===== src/shared/pfx_pkg.sv =====
// Constants shared by the pixel special-effects stage.
// Operation
// - Apply the effect chosen by the three-bit mode field to every pixel.
// - Mode 000 forwards luma and both chromas untouched.
// - Mode 001 forces both chromas to zero, luma unchanged.
// - Mode 010 replaces both chromas with the sepia register values.
// - Mode 011 inverts luma and both chromas, giving a negative image.
// - Mode 100 conditionally inverts luma against the threshold in bits 15:8.
// - Mode 101 also inverts both chromas of exactly the pixels whose luma inverted.
// - Sepia Cb is sign at bit 15, magnitude bits 14:8, 0.7 fraction.
// - Sepia Cr is sign at bit 7, magnitude bits 6:0, same format.
// - Sepia register resets to a brownish tint and accepts any programmed pair.
package pfx_pkg;

  localparam int unsigned PFX_ADDR_W = 9;
  localparam int unsigned PFX_DATA_W = 16;
  localparam int unsigned PFX_PIX_W  = 8;
  localparam int unsigned PFX_MODE_W = 3;

  // Register offsets on the internal register port.
  localparam logic [PFX_ADDR_W-1:0] PFX_OFS_MODE  = 9'h1e2;
  localparam logic [PFX_ADDR_W-1:0] PFX_OFS_SEPIA = 9'h1e3;

  // Values after reset.
  localparam logic [PFX_DATA_W-1:0] PFX_RST_MODE  = 16'h7000;
  localparam logic [PFX_DATA_W-1:0] PFX_RST_SEPIA = 16'hb023;

  // Field positions.
  localparam int unsigned PFX_MODE_LSB     = 0;
  localparam int unsigned PFX_THR_LSB      = 8;
  localparam int unsigned PFX_CB_SIGN_BIT  = 15;
  localparam int unsigned PFX_CB_MAG_LSB   = 8;
  localparam int unsigned PFX_CR_SIGN_BIT  = 7;
  localparam int unsigned PFX_CR_MAG_LSB   = 0;
  localparam int unsigned PFX_MAG_W        = 7;

  // Effect codes of the mode field.
  localparam logic [PFX_MODE_W-1:0] PFX_MODE_PASS  = 3'h0;
  localparam logic [PFX_MODE_W-1:0] PFX_MODE_MONO  = 3'h1;
  localparam logic [PFX_MODE_W-1:0] PFX_MODE_SEPIA = 3'h2;
  localparam logic [PFX_MODE_W-1:0] PFX_MODE_NEG   = 3'h3;
  localparam logic [PFX_MODE_W-1:0] PFX_MODE_SOL   = 3'h4;
  localparam logic [PFX_MODE_W-1:0] PFX_MODE_SOL_CHROMA_INV = 3'h5;

  // Chroma edge values for the saturating negation.
  localparam logic [PFX_PIX_W-1:0] PFX_CHROMA_MIN = 8'h80;
  localparam logic [PFX_PIX_W-1:0] PFX_CHROMA_MAX = 8'h7f;
  localparam logic [PFX_PIX_W-1:0] PFX_CHROMA_ZERO = 8'h00;

  // Pipeline latency from an input pixel to its output, in clock cycles.
  localparam int unsigned PFX_LATENCY = 1;

endpackage


===== src/design/pfx_chroma_neg.sv =====
// Saturating negation of one signed chroma sample.
module pfx_chroma_neg (
  input  wire logic [pfx_pkg::PFX_PIX_W-1:0] chroma_in,
  output wire logic [pfx_pkg::PFX_PIX_W-1:0] chroma_out
);

  // The most negative code has no positive twin, so it clips to the largest positive one.
  assign chroma_out = (chroma_in == pfx_pkg::PFX_CHROMA_MIN) ? pfx_pkg::PFX_CHROMA_MAX
                    : (pfx_pkg::PFX_CHROMA_ZERO - chroma_in);

endmodule


===== src/design/pfx_top.sv =====
// Per-pixel special-effects stage with its two control registers.
module pfx_top (
  input  wire logic                               clk,
  input  wire logic                               rst_n,
  input  wire logic [pfx_pkg::PFX_ADDR_W-1:0]     reg_addr,
  input  wire logic                               reg_wr_en,
  input  wire logic [pfx_pkg::PFX_DATA_W-1:0]     reg_wdata,
  input  wire logic                               reg_rd_en,
  output logic      [pfx_pkg::PFX_DATA_W-1:0]     reg_rdata,
  output logic                                    reg_rd_valid,
  input  wire logic                               pix_in_valid,
  input  wire logic [pfx_pkg::PFX_PIX_W-1:0]      pix_in_y,
  input  wire logic [pfx_pkg::PFX_PIX_W-1:0]      pix_in_cb,
  input  wire logic [pfx_pkg::PFX_PIX_W-1:0]      pix_in_cr,
  output logic                                    pix_out_valid,
  output logic      [pfx_pkg::PFX_PIX_W-1:0]      pix_out_y,
  output logic      [pfx_pkg::PFX_PIX_W-1:0]      pix_out_cb,
  output logic      [pfx_pkg::PFX_PIX_W-1:0]      pix_out_cr
);

  localparam int unsigned PW = pfx_pkg::PFX_PIX_W;
  localparam int unsigned DW = pfx_pkg::PFX_DATA_W;
  localparam int unsigned MW = pfx_pkg::PFX_MODE_W;
  localparam int unsigned GW = pfx_pkg::PFX_MAG_W;

  logic [MW-1:0] mode_ff;
  logic [PW-1:0] thresh_ff;
  logic [DW-1:0] sepia_ff;
  logic [DW-1:0] nxt_rdata;
  logic [PW-1:0] neg_cb;
  logic [PW-1:0] neg_cr;
  logic [PW-1:0] sepia_cb;
  logic [PW-1:0] sepia_cr;
  logic          luma_over;
  logic [PW-1:0] nxt_y;
  logic [PW-1:0] nxt_cb;
  logic [PW-1:0] nxt_cr;

  // Mode register write: only the mode and threshold fields hold state.
  always_ff @(posedge clk or negedge rst_n) begin
    if (!rst_n) begin
      mode_ff   <= pfx_pkg::PFX_RST_MODE[pfx_pkg::PFX_MODE_LSB +: MW];
      thresh_ff <= pfx_pkg::PFX_RST_MODE[pfx_pkg::PFX_THR_LSB +: PW];
    end else if (reg_wr_en && (reg_addr == pfx_pkg::PFX_OFS_MODE)) begin
      mode_ff   <= reg_wdata[pfx_pkg::PFX_MODE_LSB +: MW];
      thresh_ff <= reg_wdata[pfx_pkg::PFX_THR_LSB +: PW];
    end
  end

  // Sepia register write: any chroma pair is accepted as the tint.
  always_ff @(posedge clk or negedge rst_n) begin
    if (!rst_n) begin
      sepia_ff <= pfx_pkg::PFX_RST_SEPIA;
    end else if (reg_wr_en && (reg_addr == pfx_pkg::PFX_OFS_SEPIA)) begin
      sepia_ff <= reg_wdata;
    end
  end

  // Read decode; reserved bits and unmapped offsets read as zero.
  always_comb begin
    nxt_rdata = '0;
    if (reg_addr == pfx_pkg::PFX_OFS_MODE) begin
      nxt_rdata[pfx_pkg::PFX_MODE_LSB +: MW] = mode_ff;
      nxt_rdata[pfx_pkg::PFX_THR_LSB +: PW]  = thresh_ff;
    end else if (reg_addr == pfx_pkg::PFX_OFS_SEPIA) begin
      nxt_rdata = sepia_ff;
    end
  end

  // Read answers one cycle after the strobe and holds until the next read.
  always_ff @(posedge clk or negedge rst_n) begin
    if (!rst_n) begin
      reg_rdata    <= '0;
      reg_rd_valid <= 1'b0;
    end else begin
      reg_rd_valid <= reg_rd_en;
      if (reg_rd_en) begin
        reg_rdata <= nxt_rdata;
      end
    end
  end

  // Sign-magnitude tint turned into signed chroma; a negative zero becomes plain zero.
  always_comb begin
    sepia_cb = {1'b0, sepia_ff[pfx_pkg::PFX_CB_MAG_LSB +: GW]};
    sepia_cr = {1'b0, sepia_ff[pfx_pkg::PFX_CR_MAG_LSB +: GW]};
    if (sepia_ff[pfx_pkg::PFX_CB_SIGN_BIT]) begin
      sepia_cb = pfx_pkg::PFX_CHROMA_ZERO - sepia_cb;
    end
    if (sepia_ff[pfx_pkg::PFX_CR_SIGN_BIT]) begin
      sepia_cr = pfx_pkg::PFX_CHROMA_ZERO - sepia_cr;
    end
  end

  pfx_chroma_neg u_neg_cb (
    .chroma_in  (pix_in_cb),
    .chroma_out (neg_cb)
  );

  pfx_chroma_neg u_neg_cr (
    .chroma_in  (pix_in_cr),
    .chroma_out (neg_cr)
  );

  // A strict comparison keeps pixels equal to the threshold untouched.
  assign luma_over = (pix_in_y > thresh_ff);

  // Effect selection for the pixel now on the input.
  always_comb begin
    nxt_y  = pix_in_y;
    nxt_cb = pix_in_cb;
    nxt_cr = pix_in_cr;
    case (mode_ff)
      pfx_pkg::PFX_MODE_PASS: begin
        nxt_y = pix_in_y;
      end
      pfx_pkg::PFX_MODE_MONO: begin
        nxt_cb = pfx_pkg::PFX_CHROMA_ZERO;
        nxt_cr = pfx_pkg::PFX_CHROMA_ZERO;
      end
      pfx_pkg::PFX_MODE_SEPIA: begin
        nxt_cb = sepia_cb;
        nxt_cr = sepia_cr;
      end
      pfx_pkg::PFX_MODE_NEG: begin
        nxt_y  = ~pix_in_y;
        nxt_cb = neg_cb;
        nxt_cr = neg_cr;
      end
      pfx_pkg::PFX_MODE_SOL: begin
        if (luma_over) begin
          nxt_y = ~pix_in_y;
        end
      end
      pfx_pkg::PFX_MODE_SOL_CHROMA_INV: begin
        if (luma_over) begin
          nxt_y  = ~pix_in_y;
          nxt_cb = neg_cb;
          nxt_cr = neg_cr;
        end
      end
      default: begin
        nxt_y = pix_in_y;
      end
    endcase
  end

  // One register stage; data is only loaded for valid pixels so idle outputs stay quiet.
  always_ff @(posedge clk or negedge rst_n) begin
    if (!rst_n) begin
      pix_out_valid <= 1'b0;
    end else begin
      pix_out_valid <= pix_in_valid;
    end
  end

  always_ff @(posedge clk or negedge rst_n) begin
    if (!rst_n) begin
      pix_out_y  <= '0;
      pix_out_cb <= '0;
      pix_out_cr <= '0;
    end else if (pix_in_valid) begin
      pix_out_y  <= nxt_y;
      pix_out_cb <= nxt_cb;
      pix_out_cr <= nxt_cr;
    end
  end

  AST_VALID_LATENCY: assert property (
    @(posedge clk) disable iff (!rst_n)
    pix_in_valid |=> pix_out_valid
  ) else $error("Valid pixel did not appear one cycle later.");

  AST_PASS_THROUGH: assert property (
    @(posedge clk) disable iff (!rst_n)
    pix_in_valid && (mode_ff == pfx_pkg::PFX_MODE_PASS)
    |=> (pix_out_y == $past(pix_in_y)) && (pix_out_cb == $past(pix_in_cb))
        && (pix_out_cr == $past(pix_in_cr))
  ) else $error("Pass-through mode altered a pixel.");

  AST_MONO_CHROMA: assert property (
    @(posedge clk) disable iff (!rst_n)
    pix_in_valid && (mode_ff == pfx_pkg::PFX_MODE_MONO)
    |=> (pix_out_cb == 8'h00) && (pix_out_cr == 8'h00) && (pix_out_y == $past(pix_in_y))
  ) else $error("Monochrome mode left chroma or changed luma.");

  AST_SEPIA_CHROMA: assert property (
    @(posedge clk) disable iff (!rst_n)
    pix_in_valid && (mode_ff == pfx_pkg::PFX_MODE_SEPIA)
    |=> (pix_out_cb == ($past(sepia_ff[15]) ? 8'h00 - {1'b0, $past(sepia_ff[14:8])}
                                             : {1'b0, $past(sepia_ff[14:8])}))
        && (pix_out_cr == ($past(sepia_ff[7]) ? 8'h00 - {1'b0, $past(sepia_ff[6:0])}
                                               : {1'b0, $past(sepia_ff[6:0])}))
        && (pix_out_y == $past(pix_in_y))
  ) else $error("Sepia mode chroma does not match the tint register.");

  AST_NEGATIVE: assert property (
    @(posedge clk) disable iff (!rst_n)
    pix_in_valid && (mode_ff == pfx_pkg::PFX_MODE_NEG)
    |=> (pix_out_y == ~$past(pix_in_y))
        && (pix_out_cb == (($past(pix_in_cb) == 8'h80) ? 8'h7f : 8'h00 - $past(pix_in_cb)))
        && (pix_out_cr == (($past(pix_in_cr) == 8'h80) ? 8'h7f : 8'h00 - $past(pix_in_cr)))
  ) else $error("Negative mode did not invert every channel.");

  AST_SOLARIZE_LUMA: assert property (
    @(posedge clk) disable iff (!rst_n)
    pix_in_valid && (mode_ff == pfx_pkg::PFX_MODE_SOL)
    |=> (pix_out_y == (($past(pix_in_y) > $past(thresh_ff)) ? ~$past(pix_in_y)
                                                           : $past(pix_in_y)))
        && (pix_out_cb == $past(pix_in_cb)) && (pix_out_cr == $past(pix_in_cr))
  ) else $error("Solarize mode luma decision is wrong.");

  AST_SOLARIZE_CHROMA: assert property (
    @(posedge clk) disable iff (!rst_n)
    pix_in_valid && (mode_ff == pfx_pkg::PFX_MODE_SOL_CHROMA_INV)
    |=> (($past(pix_in_y) > $past(thresh_ff))
         ? ((pix_out_y == ~$past(pix_in_y))
            && (pix_out_cb == (($past(pix_in_cb) == 8'h80) ? 8'h7f
                                                           : 8'h00 - $past(pix_in_cb)))
            && (pix_out_cr == (($past(pix_in_cr) == 8'h80) ? 8'h7f
                                                           : 8'h00 - $past(pix_in_cr))))
         : ((pix_out_y == $past(pix_in_y)) && (pix_out_cb == $past(pix_in_cb))
            && (pix_out_cr == $past(pix_in_cr))))
  ) else $error("Chroma inversion does not follow luma inversion.");

  AST_AT_THRESHOLD: assert property (
    @(posedge clk) disable iff (!rst_n)
    pix_in_valid && (pix_in_y == thresh_ff)
    && ((mode_ff == pfx_pkg::PFX_MODE_SOL) || (mode_ff == pfx_pkg::PFX_MODE_SOL_CHROMA_INV))
    |=> (pix_out_y == $past(pix_in_y)) && (pix_out_cb == $past(pix_in_cb))
  ) else $error("Pixel at the threshold was inverted.");

  AST_UNUSED_MODE: assert property (
    @(posedge clk) disable iff (!rst_n)
    pix_in_valid && (mode_ff[2:1] == 2'b11)
    |=> (pix_out_y == $past(pix_in_y)) && (pix_out_cb == $past(pix_in_cb))
        && (pix_out_cr == $past(pix_in_cr))
  ) else $error("Unused mode code altered a pixel.");

  AST_SEPIA_WRITE_READ: assert property (
    @(posedge clk) disable iff (!rst_n)
    reg_wr_en && (reg_addr == pfx_pkg::PFX_OFS_SEPIA) ##1 !reg_wr_en ##1
    reg_rd_en && (reg_addr == pfx_pkg::PFX_OFS_SEPIA) && !reg_wr_en
    |=> reg_rd_valid && (reg_rdata == $past(reg_wdata, 3))
  ) else $error("Programmed sepia value did not read back.");

  AST_MODE_WRITE: assert property (
    @(posedge clk) disable iff (!rst_n)
    reg_wr_en && (reg_addr == pfx_pkg::PFX_OFS_MODE)
    |=> (mode_ff == $past(reg_wdata[2:0])) && (thresh_ff == $past(reg_wdata[15:8]))
  ) else $error("Mode register write was not taken.");

  AST_MODE_HOLD: assert property (
    @(posedge clk) disable iff (!rst_n)
    !(reg_wr_en && (reg_addr == pfx_pkg::PFX_OFS_MODE))
    |=> $stable(thresh_ff) && $stable(mode_ff)
  ) else $error("Mode register changed without a write.");

  AST_VALID_IDLE: assert property (
    @(posedge clk) disable iff (!rst_n)
    !pix_in_valid |=> !pix_out_valid
  ) else $error("Output valid rose without an input pixel.");

  AST_IDLE_HOLD: assert property (
    @(posedge clk) disable iff (!rst_n)
    !pix_in_valid |=> $stable(pix_out_y) && $stable(pix_out_cb) && $stable(pix_out_cr)
  ) else $error("Output pixel changed while no input pixel came.");

  AST_MODE_READ: assert property (
    @(posedge clk) disable iff (!rst_n)
    reg_rd_en && (reg_addr == pfx_pkg::PFX_OFS_MODE)
    |=> reg_rd_valid && (reg_rdata == {$past(thresh_ff), 5'h00, $past(mode_ff)})
  ) else $error("Mode register read returned a wrong word.");

  AST_SEPIA_READ: assert property (
    @(posedge clk) disable iff (!rst_n)
    reg_rd_en && (reg_addr == pfx_pkg::PFX_OFS_SEPIA)
    |=> reg_rd_valid && (reg_rdata == $past(sepia_ff))
  ) else $error("Sepia register read returned a wrong word.");

  AST_UNMAPPED_READ: assert property (
    @(posedge clk) disable iff (!rst_n)
    reg_rd_en && (reg_addr != pfx_pkg::PFX_OFS_MODE) && (reg_addr != pfx_pkg::PFX_OFS_SEPIA)
    |=> reg_rd_valid && (reg_rdata == 16'h0000)
  ) else $error("Unmapped offset did not read as zero.");

  AST_READ_PULSE: assert property (
    @(posedge clk) disable iff (!rst_n)
    !reg_rd_en |=> !reg_rd_valid
  ) else $error("Read valid rose without a read strobe.");

  AST_SEPIA_WRITE: assert property (
    @(posedge clk) disable iff (!rst_n)
    reg_wr_en && (reg_addr == pfx_pkg::PFX_OFS_SEPIA) |=> (sepia_ff == $past(reg_wdata))
  ) else $error("Sepia register write was not taken.");

  AST_SEPIA_ZERO_CR: assert property (
    @(posedge clk) disable iff (!rst_n)
    pix_in_valid && (mode_ff == pfx_pkg::PFX_MODE_SEPIA) && (sepia_ff[6:0] == 7'h00)
    |=> (pix_out_cr == 8'h00)
  ) else $error("A zero sepia magnitude gave nonzero chroma.");

  AST_NEG_SATURATE: assert property (
    @(posedge clk) disable iff (!rst_n)
    pix_in_valid && (mode_ff == pfx_pkg::PFX_MODE_NEG) && (pix_in_cb == 8'h80)
    |=> (pix_out_cb == 8'h7f)
  ) else $error("Most negative chroma did not clip on negation.");

  AST_BELOW_THRESHOLD: assert property (
    @(posedge clk) disable iff (!rst_n)
    pix_in_valid && (pix_in_y < thresh_ff)
    && ((mode_ff == pfx_pkg::PFX_MODE_SOL) || (mode_ff == pfx_pkg::PFX_MODE_SOL_CHROMA_INV))
    |=> (pix_out_y == $past(pix_in_y)) && (pix_out_cr == $past(pix_in_cr))
  ) else $error("Pixel below the threshold was inverted.");

endmodule


===== config.mk =====
export PLATFORM = sky130hd
export DESIGN_NAME = pfx_top
export DESIGN_NICKNAME = d
export VERILOG_FILES = /design/src/shared/pfx_pkg.sv /design/src/design/pfx_chroma_neg.sv /design/src/design/pfx_top.sv
export SDC_FILE = /design/constraint.sdc
export NUM_CORES = 1
export LEC_CHECK = 0
export BUFFER_PORTS_ARGS = -buffer_cell sky130_fd_sc_hd__buf_2
export CORE_UTILIZATION = 49
export CTS_BUF_LIST = sky130_fd_sc_hd__clkbuf_4 sky130_fd_sc_hd__clkbuf_8 sky130_fd_sc_hd__clkbuf_16
export DETAILED_ROUTE_END_ITERATION = 7
export GPL_TIMING_DRIVEN = 0
export PLACE_DENSITY = 0.77
export SLEW_MARGIN = 20
export SYNTH_ARGS = -nofsm -noshare
export SYNTH_HDL_FRONTEND = slang
export SYNTH_SLANG_ARGS = --single-unit

===== constraint.sdc =====
create_clock -name clk -period 2.34 [get_ports clk]
set_input_delay 0.351 -clock clk [delete_from_list [all_inputs] [get_ports clk]]
set_output_delay 0.351 -clock clk [all_outputs]
set_load 0.005 [all_outputs]

Word-level counts from Yosys, hierarchy flattened
Cells that the tools add are included.

Add/sub/neg operators: 4. Multiply operators: 0. Divide/modulo/power cells: 0. $lt $le $gt $ge: 1. Equality and inequality tests: 9. Shift-type cells: 0. Muxes and demuxes: 14. Bitwise gates (word level): 1. Reduce and logical (&&, ||, !) cells: 3.

Operators by type and width (number): $mux 8 (8); $pmux 8 s4 (2); $eq 9x9->1 const B (2); $eq 8x8->1 const B (2); $mux 16 (1); $pmux 8 s2 (1); $sub 1x7->8 const A (2); $sub 1x8->8 const A (2); $gt 8x8->1 (1); $not 8->8 (1); $eq 3x2->1 const B (2); $eq 3x3->1 const B (2); $mux 5 (1); $eq 3x1->1 const B (1); $mux 3 (1); $logic_and 1x1->1 (2); $reduce_or 2->1 (1).

Register bits: 69. Latch bits: 0. Bits in writable memories: 0. ROM bits: 0. Output and inout bits: 42. Logic and storage cells: 41. Memories: 0.

Longest topological paths before layout
Gate-level depths: netlist of the first run.

Depth after elaboration: 4. Gate-level depth with buffers: 10. Gate-level depth less buffers: 9.

Cells and area by module
Synthesis of the first run repeated with hierarchy kept, for this count alone.

Cells, all modules: 518. Area total of the unflattened synthesis: 4708.3 um^2.

Modules (own cells, without submodules): pfx_top (instances 1, cells an instance 464, area an instance 4305.4 um^2, sequential area each 1737.9 um^2); pfx_chroma_neg (instances 2, cells an instance 27, area an instance 201.4 um^2, sequential area each 0.0 um^2).

Least setup slack after synthesis of the first run
Ideal clock, no wire load.

Kind: reg2reg. From: reg thresh_ff[5]. To: reg pix_out_y[0] in the netlist's numbering. Setup time: 125 ps. Data arrival time: 2291 ps. Path slack: -75 ps. Cell stages (with the launch flop): 11. Clock period less this slack: 2415 ps. Path through: dfstp_2 inv_1 ha_1 a211oi_2 nor2_1 o31a_1 and2_4 buf_6 a31oi_4 xnor2_1 mux2_2.

Word-level cells in the longest chain between the ends: 3.

Ends and longest elaborated chain: start: declaration (line pfx_top.sv:27) `logic [PW-1:0] thresh_ff;`; start signal: assignment (line pfx_top.sv:43) `thresh_ff <= pfx_pkg::PFX_RST_MODE[pfx_pkg::PFX_THR_LSB +: PW];`; start signal: assignment (line pfx_top.sv:46) `thresh_ff <= reg_wdata[pfx_pkg::PFX_THR_LSB +: PW];`; $gt 8x8->1 (line pfx_top.sv:106) `assign luma_over = (pix_in_y > thresh_ff);`; $mux 8 (line pfx_top.sv:131, pfx_top.sv:136); $pmux 8 s2 (line pfx_top.sv:113) `case (mode_ff)`; end signal: assignment (line pfx_top.sv:163) `pix_out_y <= nxt_y;`; end: declaration (line pfx_top.sv:16) `output logic [pfx_pkg::PFX_PIX_W-1:0] pix_out_y,`.

No other way between the ends. A chain may end at the register's enable or synchronous reset.

Worst setup path in the final report of the first run
From: reg thresh_ff[5]. To: reg pix_out_y[5] in the netlist's numbering.

Same word-level chain as after synthesis.

==> impl_metrics.env, run 1 <==
export IMPL_status="complete, but fails checks"
export IMPL_violations="negative setup slack"
export IMPL_cp_data_arrival_time_ps=2690
export IMPL_layout_commonest_cell="buf_2"
export IMPL_clk_path_buf_depth=2
export IMPL_seq_area_frac_synth=0.421
export IMPL_end_kind="flip-flop"
export IMPL_period_share=1.05
export IMPL_worstPathRequired_ps=2580
export IMPL_wire_per_inst_um=17.8
export IMPL_maxSlewHeadroom=0.522
export IMPL_route_antenna_remaining_nets=0
export IMPL_cts_root_buf="clkbuf_8"
export IMPL_syn2layout_area_growth_pct=28.7
export IMPL_vias=3972
export IMPL_synth_distinct_cells=53
export IMPL_total_power_w=0.00297
export IMPL_diodes=0
export IMPL_drc=0
export IMPL_core_sq_um=8180
export IMPL_die_w_um=93.7
export IMPL_clkTransAtPathRegs_ps=90
export IMPL_setup_violations_final=16
export IMPL_ir_drop_v=0.000356
export IMPL_fin_cells=671
export IMPL_combPwrFrac=0.172
export IMPL_cts_tree="done"
export IMPL_insertion_delay_ps=350
export IMPL_initial_utilization=0.504
export IMPL_grt_pass1_vias=3874
export IMPL_hold_class="in2reg"
export IMPL_viasPerCell=5.92
export IMPL_p_clk_frac=0.387
export IMPL_postSynthAreaPerCell_sq_um=9.27
export IMPL_crit_path_start_kind="flip-flop"
export IMPL_max_cap_violations=0
export IMPL_fp_dieArea_sq_um=8790
export IMPL_drt_total_wl_um=12000
export IMPL_antenna_found_initial=0
export IMPL_seqPwrFrac=0.441
export IMPL_final_min_clock_period_ps=2450
export IMPL_async_flop_share=1.00
export IMPL_overflow=0
export IMPL_hpwl_um=8340
export IMPL_timing_fmax_mhz=408
export IMPL_grt_pass1_wl_um=19000
export IMPL_switching_share=0.288
export IMPL_yosysWarnings=0
export IMPL_dieHeight_um=93.7
export IMPL_dr_pass1_iters=6
export IMPL_htreeDepth=3
export IMPL_worst_pin_slew_ps=716
export IMPL_synth_fp_nets=511
export IMPL_leakagePower_nw=2.38
export IMPL_grt_max_degree=52
export IMPL_nNetsFinal=627
export IMPL_gp_congestion=0.955
export IMPL_grtUsageTotal=0.281
export IMPL_drive_above_1_share=0.355
export IMPL_io_pins=96
export IMPL_synth_edff_count=0
export IMPL_dp_cells=645
export IMPL_cts_buffers=9
export IMPL_power_switching_w=0.000853
export IMPL_fp_row_count=33
export IMPL_worstSetupPathType="reg2reg"
export IMPL_rsz0062_at_grt="yes"
export IMPL_synth_ff_type="dfrtp_1"
export IMPL_syn_inst=445
export IMPL_mostFrequentLayoutCells="93 x buf_2, 60 x dfrtp_1, 52 x nor2_1"
export IMPL_skew_ps=7.96
export IMPL_p_int_w=0.00211
export IMPL_ys_ff_latch=69
export IMPL_setup_ws_ps=-110
export IMPL_cp_max_fo=8
export IMPL_fill_cells=705
export IMPL_slew_viol_final=0
export IMPL_cts_sinks=69
export IMPL_powerDensity_nw_per_um2=559
export IMPL_initialDrtViolationCount=228
export IMPL_finalHoldViolCount=0
export IMPL_syn_cell_area_sq_um=4120
export IMPL_io_buffer_count=94
## worst max-delay path, cell delays in order (launching register included)
cell,delay (ps)
dfstp_2,570
inv_2,50
ha_4,210
a211oi_2,170
nor2_1,90
o31a_1,330
and2_4,230
a31oi_4,190
buf_12,160
xnor2_1,70
mux2_4,260
## power by group through the flow
stage,logic [W],registers [W],clock network (W)
finish,0.000510,0.00131,0.00115
global route,0.000561,0.00131,0.00121
CTS,0.000468,0.00130,0.00116
detailed placement,0.000437,0.00133,0
global placement,0.000418,0.00132,0
floorplan,0.000224,0.00133,0
## cell families after synthesis
logic type               count (synthesis)  synth area share
multiplexers                            41             0.111
AND/OR/NAND/NOR                        139             0.158
adder cells (fa/ha/maj)                 12            0.0364
buffers and inverters                   53            0.0501
XOR/XNOR                                20            0.0425
AO/OA/AOI/OAI                          111             0.181
flip-flops                              69             0.421
## Yosys cell counts (2+ instances only)
master	count	area, sq um
inv_1	28	105
clkbuf_1	23	86.3
nand2_1	35	131
o31ai_1	2	15.0
mux2i_1	4	40.0
a311oi_1	3	26.3
and3_1	4	25.0
nand4bb_1	2	22.5
mux2_2	37	417
o21a_1	2	15.0
ha_1	12	150
nor3_1	9	45.0
a221oi_1	6	52.6
a21o_1	2	15.0
a31oi_1	8	50.1
o211ai_1	6	45.0
o22ai_1	4	25.0
nand3b_1	5	37.5
a21oi_1	24	120
a22oi_1	11	82.6
nor2b_1	4	25.0
o21ai_0	26	130
o2111ai_1	4	35.0
dfstp_2	9	236
xor2_1	6	52.6
xnor2_1	14	123
nand2b_1	5	31.3
dfrtp_1	60	1500
nor2_1	54	203
or3_1	4	25.0
o211a_1	2	20.0
nand3_1	9	45.0
## state kept, by name, summed over array words and instances, names as in the netlist
| signal | cells |
|---|---|
| pix_out_cb | 8 |
| thresh_ff | 8 |
| reg_rdata | 16 |
| reg_rd_valid | 1 |
| mode_ff | 3 |
| pix_out_valid | 1 |
| pix_out_y | 8 |
| sepia_ff | 16 |
| pix_out_cr | 8 |
## routing by layer
metal  GRT usage  part of all wire
met5           0                 0
met4       0.114             0.032
met3      0.0453             0.077
met2       0.454              0.47
met1       0.374              0.42
## stage by stage
step	TNS (ps)	area (sq um)	setup WS, ps	util	hold WS [ps]
after detailed placement	-7240	4770	-481	0.583	256
after global placement	-5220	4740	-426	0.580	473
after floorplan	-155	4140	-35.3	-	55.4
final	-1180	5310	-110	0.649	144
after global routing	-3060	5310	-195	0.649	143
after CTS	-1860	5150	-161	0.630	138
## cell type report
cell class	count	area (sq um)	area share
Clock inverter	7	105	0.0198
Sequential cell	69	1740	0.328
Inverter	29	109	0.0205
Clock buffer	9	124	0.0233
Tap cell	105	131	0.0248
Buffer	21	80.1	0.0151
Multi-Input combinational cell	323	2400	0.452
Timing Repair Buffer	108	621	0.117
## path summary, 6_finish.rpt
check                                          from                         to  slack, ps  depth (start not counted)
min reg2reg                pix_out_y[3]$_DFFE_PN0P_   pix_out_y[3]$_DFFE_PN0P_        510                          1
max reg2reg                thresh_ff[5]$_DFFE_PN1P_   pix_out_y[5]$_DFFE_PN0P_       -110                         10
min                                    pix_in_valid    pix_out_valid$_DFF_PN0_        140                          1
max in group asynchronous                     rst_n    sepia_ff[1]$_DFFE_PN1P_       1320                          3
min in group asynchronous                     rst_n  pix_out_cb[6]$_DFFE_PN0P_        420                          2
max                        thresh_ff[5]$_DFFE_PN1P_   pix_out_y[5]$_DFFE_PN0P_       -110                         10
## timing repair
action                                 CTS  global route
pin swaps                               14            15
endpoints found under the hold margin   18             0
setup endpoints to repair               22            31
hold buffers                             1             0
gates resized for setup                 15            26
setup buffers                            8             4
Note: power is estimated with default switching activity, not from simulation.
==> run 2, diff against run 1 <==
--- a/config.mk
+++ b/config.mk
@@ -10,7 +10,7 @@
 export CTS_BUF_LIST = sky130_fd_sc_hd__clkbuf_4 sky130_fd_sc_hd__clkbuf_8 sky130_fd_sc_hd__clkbuf_16
 export DETAILED_ROUTE_END_ITERATION = 7
 export GPL_TIMING_DRIVEN = 0
-export PLACE_DENSITY = 0.77
+export PLACE_DENSITY = 0.88
 export SLEW_MARGIN = 20
 export SYNTH_ARGS = -nofsm -noshare
 export SYNTH_HDL_FRONTEND = slang
==> constraint.sdc (replaced) <==
create_clock -name clk -period 2.34 [get_ports clk]
set_input_delay 0.351 -clock clk [delete_from_list [all_inputs] [get_ports clk]]
set_output_delay 0.351 -clock clk [all_outputs]
set_load 0.05 [all_outputs]
==> impl_metrics.env, run 2 (same netlist as run 1, synthesis figures left out) <==
export IMPL_cp_data_arrival_time_ps=2750
export IMPL_mostFrequentLayoutCells="93 x buf_2, 60 x dfrtp_1, 51 x nor2_1"
export IMPL_setup_tns_ps=-1740
export IMPL_nNetsFinal=628
export IMPL_hold_class="in2reg"
export IMPL_setup_violations_final=17
export IMPL_antenna_found_initial=0
export IMPL_cp_max_fo=8
export IMPL_period_share=1.07
export IMPL_end_kind="flip-flop"
export IMPL_io_pins=96
export IMPL_maxSlewHeadroom=0.458
export IMPL_vias=3983
export IMPL_htreeDepth=3
export IMPL_core_sq_um=8180
export IMPL_holdPathStages=1
export IMPL_finalHoldViolCount=0
export IMPL_fp_dieArea_sq_um=8790
export IMPL_dr_pass1_iters=6
export IMPL_rsz0062_at_grt="yes"
export IMPL_insertion_delay_ps=360
export IMPL_status="complete, but fails checks"
export IMPL_ir_drop_v=0.000351
export IMPL_violations="negative setup slack"
export IMPL_gp_congestion=0.874
export IMPL_slew_viol_final=0
export IMPL_grt_max_degree=53
export IMPL_powerDensity_nw_per_um2=596
export IMPL_r2r_slack_ps=-160
export IMPL_drc=0
export IMPL_layout_commonest_cell="buf_2"
export IMPL_reg2reg_from="thresh_ff[5]$_DFFE_PN1P_"
export IMPL_leakagePower_nw=2.41
export IMPL_syn2layout_area_growth_pct=28.4
export IMPL_clk_path_buf_depth=2
export IMPL_wire_per_inst_um=18.1
export IMPL_worstPathRequired_ps=2580
export IMPL_reg_top3="reg_rdata x16, sepia_ff x16"
export IMPL_grt_pass1_wl_um=19200
export IMPL_cts_sinks=69
export IMPL_whs_endpoint="pix_out_valid$_DFF_PN0_"
export IMPL_io_buffer_count=94
export IMPL_fill_cells=661
export IMPL_worst_pin_slew_ps=802
export IMPL_cts_tree="done"
export IMPL_fp_row_count=33
export IMPL_overflow=0
export IMPL_r2r_end="pix_out_y[5]$_DFFE_PN0P_"
export IMPL_min_from="pix_in_valid"
export IMPL_skew_ps=14.0
export IMPL_final_min_clock_period_ps=2500
export IMPL_grt_pass1_vias=3961
export IMPL_grtUsageTotal=0.285
export IMPL_setup_ws_ps=-165
export IMPL_drt_total_wl_um=12100
export IMPL_max_cap_violations=0
export IMPL_initial_utilization=0.504
export IMPL_clkTransAtPathRegs_ps=80
export IMPL_pre_cts_slack_ps=-482
export IMPL_viasPerCell=5.93
export IMPL_cts_buffers=9
export IMPL_diodes=0
export IMPL_drive_above_1_share=0.358
export IMPL_r2r_cells=10
export IMPL_dp_cells=645
export IMPL_route_antenna_remaining_nets=0
export IMPL_crit_path_start_kind="flip-flop"
export IMPL_dieHeight_um=93.7
export IMPL_die_w_um=93.7
export IMPL_initialDrtViolationCount=201
export IMPL_worstSetupPathType="reg2reg"
export IMPL_cts_root_buf="clkbuf_8"
export IMPL_timing_fmax_mhz=399
export IMPL_hpwl_um=8620
export IMPL_fin_cells=672
==> run 2: changes by cell type in the layout (fill, tap and decap cells not counted), moves of 2 or more <==
cell / previous run / this run
xnor2_1: 14 / 10
xnor2_2: 0 / 4
a311oi_1: 1 / 3
mux2_2: 35 / 33
mux2_4: 2 / 4
nor3_1: 7 / 9
nor3_2: 2 / 0
==> run 2: stage by stage <==
step	util	hold WS [ps]	instance area (sq um)	total power (W)
4_1_cts	0.634	122	5180	0.00314
6_report	0.648	134	5300	0.00315
3_5_place_dp	0.583	248	4770	0.00196
2_1_floorplan	-	55.4	4140	0.00174
5_1_grt	0.648	128	5300	0.00327
3_3_place_gp	0.580	472	4740	0.00193
==> run 2: cell type report <==
cell class / count / area [sq um] / share of cell area
Timing Repair Buffer: 108 / 617 / 0.116
Clock buffer: 9 / 124 / 0.0234
Inverter: 29 / 109 / 0.0206
Sequential cell: 69 / 1740 / 0.328
Multi-Input combinational cell: 323 / 2390 / 0.451
Tap cell: 105 / 131 / 0.0248
Clock inverter: 7 / 105 / 0.0198
Buffer: 22 / 85.1 / 0.0161
==> run 2: critical path, cell delays in order, from the launching register on <==
cell	delay [ps]
dfstp_2	580
inv_2	60
ha_4	220
a211oi_4	200
nor2_2	70
o31a_1	320
and2_4	210
a31oi_4	210
buf_12	170
xnor2_2	70
mux2_4	260
==> run 2: layer usage <==
layer | vias to the layer above | wire length, um | part of all wire | global-route usage
met1 | 1929 | 5100 | 0.42 | 0.358
met2 | 186 | 5950 | 0.49 | 0.471
li1 | 1837 | - | - | -
met4 | 0 | 327 | 0.027 | 0.147
met3 | 31 | 768 | 0.063 | 0.0469
met5 | - | 0 | 0 | 0
==> run 2: what timing repair did <==
action,CTS,global route
endpoints found under the setup margin,21,33
pin swaps,9,5
gates resized for setup,19,25
hold buffers,1,0
setup buffers,11,1
endpoints found under the hold margin,17,0
==> run 2: worst max path at each step <==
stage          slack, ps  cells past startpoint                         to                      from
2_1_floorplan        -40                      9   pix_out_y[1]$_DFFE_PN0P_  thresh_ff[4]$_DFFE_PN1P_
3_3_place_gp        -470                      9  pix_out_cr[1]$_DFFE_PN0P_  thresh_ff[4]$_DFFE_PN1P_
3_5_place_dp        -480                      9  pix_out_cr[1]$_DFFE_PN0P_  thresh_ff[4]$_DFFE_PN1P_
4_1_cts             -100                     10   pix_out_y[6]$_DFFE_PN0P_  thresh_ff[5]$_DFFE_PN1P_
5_1_grt             -230                     10   pix_out_y[2]$_DFFE_PN0P_  thresh_ff[5]$_DFFE_PN1P_
6_report            -160                     10   pix_out_y[5]$_DFFE_PN0P_  thresh_ff[5]$_DFFE_PN1P_
==> run 2: power by group <==
| group | internal [W] | switching (W) | leakage (nW) |
|---|---|---|---|
| sequential | 0.00126 | 0.0000434 | 0.849 |
| clock | 0.000617 | 0.000531 | 0.112 |
| combinational | 0.000236 | 0.000465 | 1.45 |
| total | 0.00212 | 0.00104 | 2.41 |
